[src/fss_params.svh]
// Timing counts and widths for the fan start-up and fault supervisor
`ifndef FSS_PARAMS_SVH
`define FSS_PARAMS_SVH

`define FSS_CLK_MHZ 100
`define FSS_PWM_STEPS 256
`define FSS_DUTY_W 8
`define FSS_DUTY_FULL 8'hFF
`define FSS_STARTUP_CYC 32
`define FSS_MISSING_CYC 32
`define FSS_DIAG_CYC 3
`define FSS_STARTUP_TRIES 2
`define FSS_BLANK_STEPS 4
`define FSS_CNT_W 6

`endif

[src/fss_pkg.sv]
// Types shared by the fan start-up and fault supervisor
package fss_pkg;
    typedef enum logic [2:0] {
        FSS_SHUTDOWN,
        FSS_STARTUP,
        FSS_NORMAL,
        FSS_DIAG,
        FSS_RETRY,
        FSS_FAN_FAULT
    } fss_state_t;
endpackage : fss_pkg

[src/fss_pwm_gen.sv]
// PWM period timebase and duty comparator
`timescale 1ns/1ns
`include "fss_params.svh"
module fss_pwm_gen
    import fss_pkg::*;
(
    input wire logic clk_i,
    input wire logic rstn_i,
    input wire logic en_i,
    input wire logic run_i,
    input wire logic [`FSS_DUTY_W-1:0] duty_i,
    output logic pwm_o,
    output logic period_end_o,
    output logic [`FSS_DUTY_W-1:0] phase_o
);
    logic [`FSS_DUTY_W-1:0] duty_r;

    // Phase runs freely so the timebase keeps ticking in every state
    always_ff @(posedge clk_i or negedge rstn_i) begin
        if (!rstn_i) begin
            phase_o <= 8'h00;
        end else if (en_i) begin
            phase_o <= phase_o + 8'h01;
        end
    end

    // Duty latched at period start so a cycle is never cut mid-way
    always_ff @(posedge clk_i or negedge rstn_i) begin
        if (!rstn_i) begin
            duty_r <= 8'h00;
        end else if (en_i && phase_o == `FSS_DUTY_FULL) begin
            duty_r <= duty_i;
        end
    end

    always_comb begin
        period_end_o = (phase_o == `FSS_DUTY_FULL);
        // Full duty means on for the whole period
        pwm_o = run_i && ((duty_r == `FSS_DUTY_FULL) || (phase_o < duty_r));
    end
endmodule : fss_pwm_gen

[src/fss_supervisor.sv]
// Fan start-up, missing-pulse diagnosis and fault supervisor
// Notes on behaviour
// - Start from off holds drive on until a pulse, at most 32 PWM cycles per try
// - Shutdown suspends all; resume only after release seen
// - Shutdown request always returns all sequencing state to reset
// - Fault output inactive (high) in shutdown
// - Drive held off in shutdown even at full temperature request
// - Sense pulses near drive turn-on are blanked, not counted
// - 32 PWM cycles without pulse starts diagnostic timer
// - Diagnostic: drive on continuously three cycles, watch for pulse
// - No pulse in diagnostic starts start-up timer; pulse returns normal
// - Timeout after retry stops PWM, fault low, latched off
// - Fan fault left only by shutdown then release, restarts power-up
// - In fan fault, fault output low and drive disabled
// - Normal: fault asserted while over-temperature input is high
// - Over-temperature keeps fan running, no self shutdown
// - Normal duty is the larger of the two requests
// - Each pulse restarts normal loop, clearing missing-pulse count
// - Power-up start-up runs twice without pulse before fan fault
// - Shutdown in normal: zero duty, fault off, resume as power-up
// - PWM period is the single timebase for all timers
`timescale 1ns/1ns
`include "fss_params.svh"
module fss_supervisor
    import fss_pkg::*;
(
    input wire logic clk_i,
    input wire logic rstn_i,
    input wire logic en_i,
    input wire logic fan_sense_i,
    input wire logic shutdown_req_i,
    input wire logic release_i,
    input wire logic overtemp_i,
    input wire logic [`FSS_DUTY_W-1:0] temp_duty_request_i,
    input wire logic [`FSS_DUTY_W-1:0] min_speed_request_i,
    output logic fan_drive_out_o,
    output logic fault_n_o,
    output logic fan_fault_o,
    output logic shutdown_o
);
    fss_state_t state_r;
    fss_state_t state_nxt;
    logic [`FSS_CNT_W-1:0] cnt_r;
    logic [1:0] tries_r;
    logic [1:0] sense_sync_r;
    logic sense_d_r;
    logic [1:0] shdn_sync_r;
    logic [1:0] rel_sync_r;
    logic [1:0] ot_sync_r;
    logic [`FSS_DUTY_W-1:0] duty_max;
    logic [`FSS_DUTY_W-1:0] duty_sel;
    logic pwm_raw;
    logic period_end;
    logic [`FSS_DUTY_W-1:0] phase;
    logic run;
    logic force_on;
    logic blank;
    logic pulse;
    logic shdn;

    function automatic logic [`FSS_DUTY_W-1:0] max_duty(
        input logic [`FSS_DUTY_W-1:0] a,
        input logic [`FSS_DUTY_W-1:0] b
    );
        max_duty = (a > b) ? a : b;
    endfunction : max_duty

    // Level inputs come from the analog front end already hysteretic
    always_ff @(posedge clk_i or negedge rstn_i) begin
        if (!rstn_i) begin
            sense_sync_r <= 2'h0;
            sense_d_r <= 1'b0;
            shdn_sync_r <= 2'h3;
            rel_sync_r <= 2'h0;
            ot_sync_r <= 2'h0;
        end else if (en_i) begin
            sense_sync_r <= {sense_sync_r[0], fan_sense_i};
            sense_d_r <= sense_sync_r[1];
            shdn_sync_r <= {shdn_sync_r[0], shutdown_req_i};
            rel_sync_r <= {rel_sync_r[0], release_i};
            ot_sync_r <= {ot_sync_r[0], overtemp_i};
        end
    end

    assign shdn = shdn_sync_r[1];
    // Turn-on edge disturbs the sense line; mask a few steps after it
    assign blank = (phase < `FSS_DUTY_W'(`FSS_BLANK_STEPS));
    assign pulse = sense_sync_r[1] && !sense_d_r && !blank;

    assign duty_max = max_duty(temp_duty_request_i, min_speed_request_i);
    // States that hold the drive on for the whole PWM period
    function automatic logic is_forced(input fss_state_t s);
        is_forced = (s == FSS_STARTUP) || (s == FSS_RETRY) || (s == FSS_DIAG);
    endfunction : is_forced

    function automatic logic is_running(input fss_state_t s);
        is_running = (s != FSS_SHUTDOWN) && (s != FSS_FAN_FAULT);
    endfunction : is_running

    assign force_on = is_forced(state_r);
    assign run = is_running(state_r);
    assign duty_sel = force_on ? `FSS_DUTY_FULL : duty_max;

    fss_pwm_gen u_pwm (
        .clk_i(clk_i),
        .rstn_i(rstn_i),
        .en_i(en_i),
        .run_i(run),
        .duty_i(duty_sel),
        .pwm_o(pwm_raw),
        .period_end_o(period_end),
        .phase_o(phase)
    );

    always_comb begin
        state_nxt = state_r;
        case (state_r)
            FSS_SHUTDOWN: begin
                if (!shdn && rel_sync_r[1]) begin
                    state_nxt = FSS_STARTUP;
                end
            end
            FSS_STARTUP: begin
                if (pulse) begin
                    state_nxt = FSS_NORMAL;
                end else if (period_end && cnt_r == `FSS_CNT_W'(`FSS_STARTUP_CYC - 1)
                             && tries_r == 2'(`FSS_STARTUP_TRIES - 1)) begin
                    state_nxt = FSS_FAN_FAULT;
                end
            end
            FSS_NORMAL: begin
                if (period_end && cnt_r == `FSS_CNT_W'(`FSS_MISSING_CYC - 1) && !pulse) begin
                    state_nxt = FSS_DIAG;
                end
            end
            FSS_DIAG: begin
                if (pulse) begin
                    state_nxt = FSS_NORMAL;
                end else if (period_end && cnt_r == `FSS_CNT_W'(`FSS_DIAG_CYC - 1)) begin
                    state_nxt = FSS_RETRY;
                end
            end
            FSS_RETRY: begin
                if (pulse) begin
                    state_nxt = FSS_NORMAL;
                end else if (period_end && cnt_r == `FSS_CNT_W'(`FSS_STARTUP_CYC - 1)) begin
                    state_nxt = FSS_FAN_FAULT;
                end
            end
            FSS_FAN_FAULT: begin
                state_nxt = FSS_FAN_FAULT;
            end
            default: begin
                state_nxt = FSS_SHUTDOWN;
            end
        endcase
        // Shutdown overrides every state, fault included
        if (shdn) begin
            state_nxt = FSS_SHUTDOWN;
        end
    end

    always_ff @(posedge clk_i or negedge rstn_i) begin
        if (!rstn_i) begin
            state_r <= FSS_SHUTDOWN;
        end else if (en_i) begin
            state_r <= state_nxt;
        end
    end

    // All timers count PWM periods; a state change restarts the count
    always_ff @(posedge clk_i or negedge rstn_i) begin
        if (!rstn_i) begin
            cnt_r <= 6'h00;
            tries_r <= 2'h0;
        end else if (en_i) begin
            if (state_nxt != state_r || pulse || shdn) begin
                cnt_r <= 6'h00;
                if (state_nxt != FSS_STARTUP || shdn) begin
                    tries_r <= 2'h0;
                end
            end else if (period_end) begin
                if (state_r == FSS_STARTUP
                    && cnt_r == `FSS_CNT_W'(`FSS_STARTUP_CYC - 1)) begin
                    cnt_r <= 6'h00;
                    tries_r <= tries_r + 2'h1;
                end else begin
                    cnt_r <= cnt_r + 6'h01;
                end
            end
        end
    end

    // Over-temperature only flags; the fan keeps running
    always_ff @(posedge clk_i or negedge rstn_i) begin
        if (!rstn_i) begin
            fan_drive_out_o <= 1'b0;
            fault_n_o <= 1'b1;
            fan_fault_o <= 1'b0;
            shutdown_o <= 1'b1;
        end else if (en_i) begin
            // Decoded from the next state so the kick starts with no gap and stops with the fault
            fan_drive_out_o <= is_running(state_nxt)
                               && (is_forced(state_nxt) || pwm_raw);
            if (state_nxt == FSS_FAN_FAULT) begin
                fault_n_o <= 1'b0;
            end else if (state_nxt == FSS_SHUTDOWN) begin
                fault_n_o <= 1'b1;
            end else begin
                fault_n_o <= !ot_sync_r[1];
            end
            fan_fault_o <= (state_nxt == FSS_FAN_FAULT);
            shutdown_o <= (state_nxt == FSS_SHUTDOWN) || (state_nxt == FSS_FAN_FAULT);
        end
    end
endmodule : fss_supervisor

[config.mk]
export PLATFORM = sky130hd
export DESIGN_NAME = fss_supervisor
export DESIGN_NICKNAME = d
export VERILOG_FILES = /design/src/fss_pkg.sv /design/src/fss_pwm_gen.sv /design/src/fss_supervisor.sv
export VERILOG_INCLUDE_DIRS = /design/src
export SDC_FILE = /design/constraint.sdc
export NUM_CORES = 1
export LEC_CHECK = 0
export BUFFER_PORTS_ARGS = -buffer_cell sky130_fd_sc_hd__buf_2
export CORE_MARGIN = 2
export CORE_UTILIZATION = 53
export CTS_CLUSTER_SIZE = 10
export DETAILED_ROUTE_END_ITERATION = 8
export PLACE_DENSITY_LB_ADDON = 0.12
export SLEW_MARGIN = 25
export SYNTH_ARGS = -nofsm -noshare
export SYNTH_HDL_FRONTEND = slang
export SYNTH_SLANG_ARGS = --single-unit
[constraint.sdc]
create_clock -name clk_i -period 2.21 [get_ports clk_i]
set_input_delay 0.1105 -clock clk_i [delete_from_list [all_inputs] [get_ports clk_i]]
set_output_delay 0.1105 -clock clk_i [all_outputs]
set_load 0.02 [all_outputs]
==> run_results.csv <==
group,metric,value,unit
yosys,synth_async_sr_flop_share,100,%
cells_and_area,most-common-layout-cells,"dfrtp_1, buf_2, buf_4, inv_1, ha_1",
placement,place.port_buffers,26,
yosys,synth_warnings,0,
sta,final-setup-viol-count,2,
power_and_ir_drop,total_power,2.18,mW
hold_path,whs_endpoint,"ot_sync_r[0]",
drt,route.detailed.drc,0,
worst_setup_path,reg2reg_from,"cnt_r[1]",
floorplan,initial_core_util,54.1,%
flow_run,max_cap_violations,0,
placement,gp_congestion,0.918,
worst_setup_path,timing.critical_path.max_delay_family,"simple AND/OR/NAND/NOR gates",
clocking,clock_latency,0.30,ns
grt,total_track_usage,22.2,%
placement,dp.final_hpwl,4120,um
floorplan,core-area,4630,um^2
hold_path,min-delay-path-class,"in2reg",
power_and_ir_drop,static-leakage-power,1.47,nW
grt,vias_in_the_first_global_route,1964,
drt,wl,5380,um
cells_and_area,final_common_cell,"dfrtp_1",
worst_setup_path,cp-end-kind,"flop",
worst_setup_path,timing_worst_setup_path_type,"reg2reg",
clocking,cts-root-buf,"clkbuf_8",
drt,post_drt_via_cell_ratio,5.73,
hold_path,timing.hold.worst.start,"overtemp_i",
sta,tightestPinTransition,0.887,ns
yosys,synth_largest_area_cell,"dfrtp_1",
yosys,synth_largest_type_area_fraction,36.0,%
sta,timing.max_slew.rel_slack,40.9,%
yosys,synth.top_cells.by_area,"dfrtp_1, ha_1, mux2_2",
worst_setup_path,worstRegToRegCells,7,
worst_setup_path,worstSetupStartpointType,"flop",
clocking,cts.reportedPaths.clkPinSlew,0.08,ns
clocking,cts_max_path_buffers,2,
yosys,yosys.cell_types.count,48,
worst_setup_path,crit_arrival,2.57,ns
clocking,cts_num_sinks,40,
drt,vias,2076,
floorplan,num_rows,25,
cells_and_area,design_area,3010,um^2
placement,pre_cts_ws,-0.0566,ns
sta,final.setup_skew,0.00473,ns
drt,first_iter_violations,65,
clocking,cts_inserted_buffers,5,
worst_setup_path,crit-reg2reg-capture,"shutdown_o",
power_and_ir_drop,power.density,723,nW/um^2
placement,placedInstanceArea,2850,um^2
yosys,syn-num-nets,299,
yosys,ys_seq_area_share,40.2,%
power_and_ir_drop,irDropWorstVdd,421,uV
worst_setup_path,r2r_setup_slack,-0.13,ns
cells_and_area,antenna_cells,0,
hold_path,whs_path_depth,2,
cells_and_area,proportion_of_layout_cells_with_a_drive_suffix_above_1,27.3,%
drt,route.antenna.remaining_nets,0,
clocking,cts_max_level,2,
worst_setup_path,max_stage_delay,0.53,ns
drt,drt_pass_1_iters,4,
floorplan,io_pins,27,
yosys,mean_instance_size_in_the_synthesized_netlist,9.75,um^2
floorplan,die_h,72.7,um
sta,final_max_slew_viol_count,0,
worst_setup_path,worstPathRequired,2.45,ns
worst_setup_path,cp_max_fo,2,
worst_setup_path,critical-path-slowest-cell,"or4_4",
sta,worst_slack,-0.125,ns
run_status,failed_checks,"setup timing",
yosys,synth_ff_type,"dfrtp_1",
drt,detail_route.wl_per_cell,14.9,um
cells_and_area,area_growth,20.3,%
sta,fmax,0.428,GHz
sta,finalWorstPathRequiredPeriod,2.34,ns
clocking,tritoncts,"yes",
worst_setup_path,cell_by_cell_trace_of_the_critical_path,"ha_4 -> inv_2 -> or4_4 -> o32a_1 -> o22a_2 -> or4b_1 -> nand3b_1",
sta,hold_violations_final,0,
cells_and_area,nets,349,
sta,period_utilization_post_route,106,%
worst_setup_path,timing.critical_path.depth,7,
sta,fin_tns_setup,-0.187,ns
yosys,post_synth_instance_area,2500,um^2
run_status,status,"finished with violations",
yosys,syn_inst,257,
worst_setup_path,cp_num_buf_inv,1,
cells_and_area,fillCellCount,395,
yosys,count_of_state_elements_after_synthesis,40,
grt,grt_antenna_before_repair,0,
grt,grt_first_pass_wirelength,9210,um
clocking,cts_setup_buffers,0,
floorplan,die_area,5290,um^2
sta,rsz0062_at_grt,"true",
yosys,synth-edff-count,0,
floorplan,die_width,72.7,um
grt,grt_max_degree,41,
grt,overflow,0,
[layout make-up]
class | count | area (um^2) | share of cell area (%)
clock inverter | 3 | 42.5 | 1.41
sequential | 40 | 1010 | 33.4
inverter | 22 | 82.6 | 2.74
multi-input combinational | 185 | 1410 | 46.8
timing repair buffer | 53 | 335 | 11.1
clock buffer | 5 | 68.8 | 2.28
tap | 54 | 67.6 | 2.24
[Yosys cell counts, types with 2 or more instances]
| cell | number |
|---|---|
| a211oi_1 | 2 |
| a21o_1 | 8 |
| a21oi_1 | 12 |
| a22oi_1 | 8 |
| a31oi_1 | 3 |
| and3_1 | 4 |
| buf_1 | 2 |
| clkbuf_1 | 6 |
| dfrtp_1 | 36 |
| dfstp_2 | 4 |
| ha_1 | 19 |
| inv_1 | 22 |
| mux2_2 | 11 |
| mux2i_1 | 8 |
| nand2_1 | 16 |
| nand2b_1 | 4 |
| nand3_1 | 6 |
| nand4_1 | 14 |
| nor2_1 | 12 |
| nor2b_1 | 2 |
| nor3_1 | 4 |
| nor3b_1 | 3 |
| nor4_1 | 7 |
| o21ai_0 | 9 |
| o22ai_1 | 2 |
| o2bb2ai_1 | 4 |
| o32a_1 | 2 |
| xnor2_1 | 7 |
[cell families (layout without fill, tap and decap cells)]
family / Yosys count / count (layout) / share of synthesized area, %
AOI/OAI and AO/OA: 58 / 58 / 16.0
xor gates and xnor gates: 8 / 8 / 2.80
adders and majority gates: 19 / 19 / 9.49
buffers and inverters: 32 / 83 / 5.14
DFF: 40 / 40 / 40.2
muxes: 19 / 19 / 8.14
and+or+nand+nor: 81 / 81 / 18.2
[flip-flops by register name, summed over array words and instances (netlist names)]
| register | count |
|---|---|
| u_pwm.duty_r | 8 |
| u_pwm.phase_o | 8 |
| cnt_r | 6 |
| state_r | 3 |
| ot_sync_r | 2 |
| rel_sync_r | 2 |
| sense_sync_r | 2 |
| shdn_sync_r | 2 |
| tries_r | 2 |
| fan_drive_out_o | 1 |
| fan_fault_o | 1 |
| fault_n_o | 1 |
| sense_d_r | 1 |
| shutdown_o | 1 |
[through the flow]
step | std cells | utilization (%) | hold WS [ns]
2_1_floorplan | 257 | - | -0.185
3_3_place_gp | 353 | 61.6 | 0.283
3_5_place_dp | 353 | 61.6 | 0.295
4_1_cts | 362 | 64.3 | 0.0372
5_1_grt | 362 | 65.1 | 0.0313
6_report | 362 | 65.1 | 0.0414
[what timing repair did]
| action | in CTS | in global routing |
|---|---|---|
| resized for setup | 1 | 5 |
| endpoints found under the hold margin | 36 | 0 |
| hold buffers | 1 | 0 |
| endpoints found under the setup margin | 2 | 8 |
| pin swaps | 0 | 1 |
[report_power, final]
group,internal (mW),switching (mW)
clock,0.334,0.268
sequential,0.842,0.117
combinational,0.295,0.323
total,1.47,0.708
[routing by layer]
layer	track usage [%]	routed length, um	part of all wire (%)	up-vias
met3	4.14	165	3.1	9
met4	7.41	85	1.6	0
met2	33.3	2480	46	34
li1	-	-	-	1047
met1	32.5	2650	49	986
met5	0	0	0	-
[how the worst max path moves through the flow]
stage                        start    endpoint
after global routing      cnt_r[1]  shutdown_o
after CTS                 cnt_r[1]  shutdown_o
after global placement    cnt_r[1]  shutdown_o
after floorplan           cnt_r[0]  shutdown_o
after detailed placement  cnt_r[1]  shutdown_o
final                     cnt_r[1]  shutdown_o
Power figures use the tool's default switching activity.
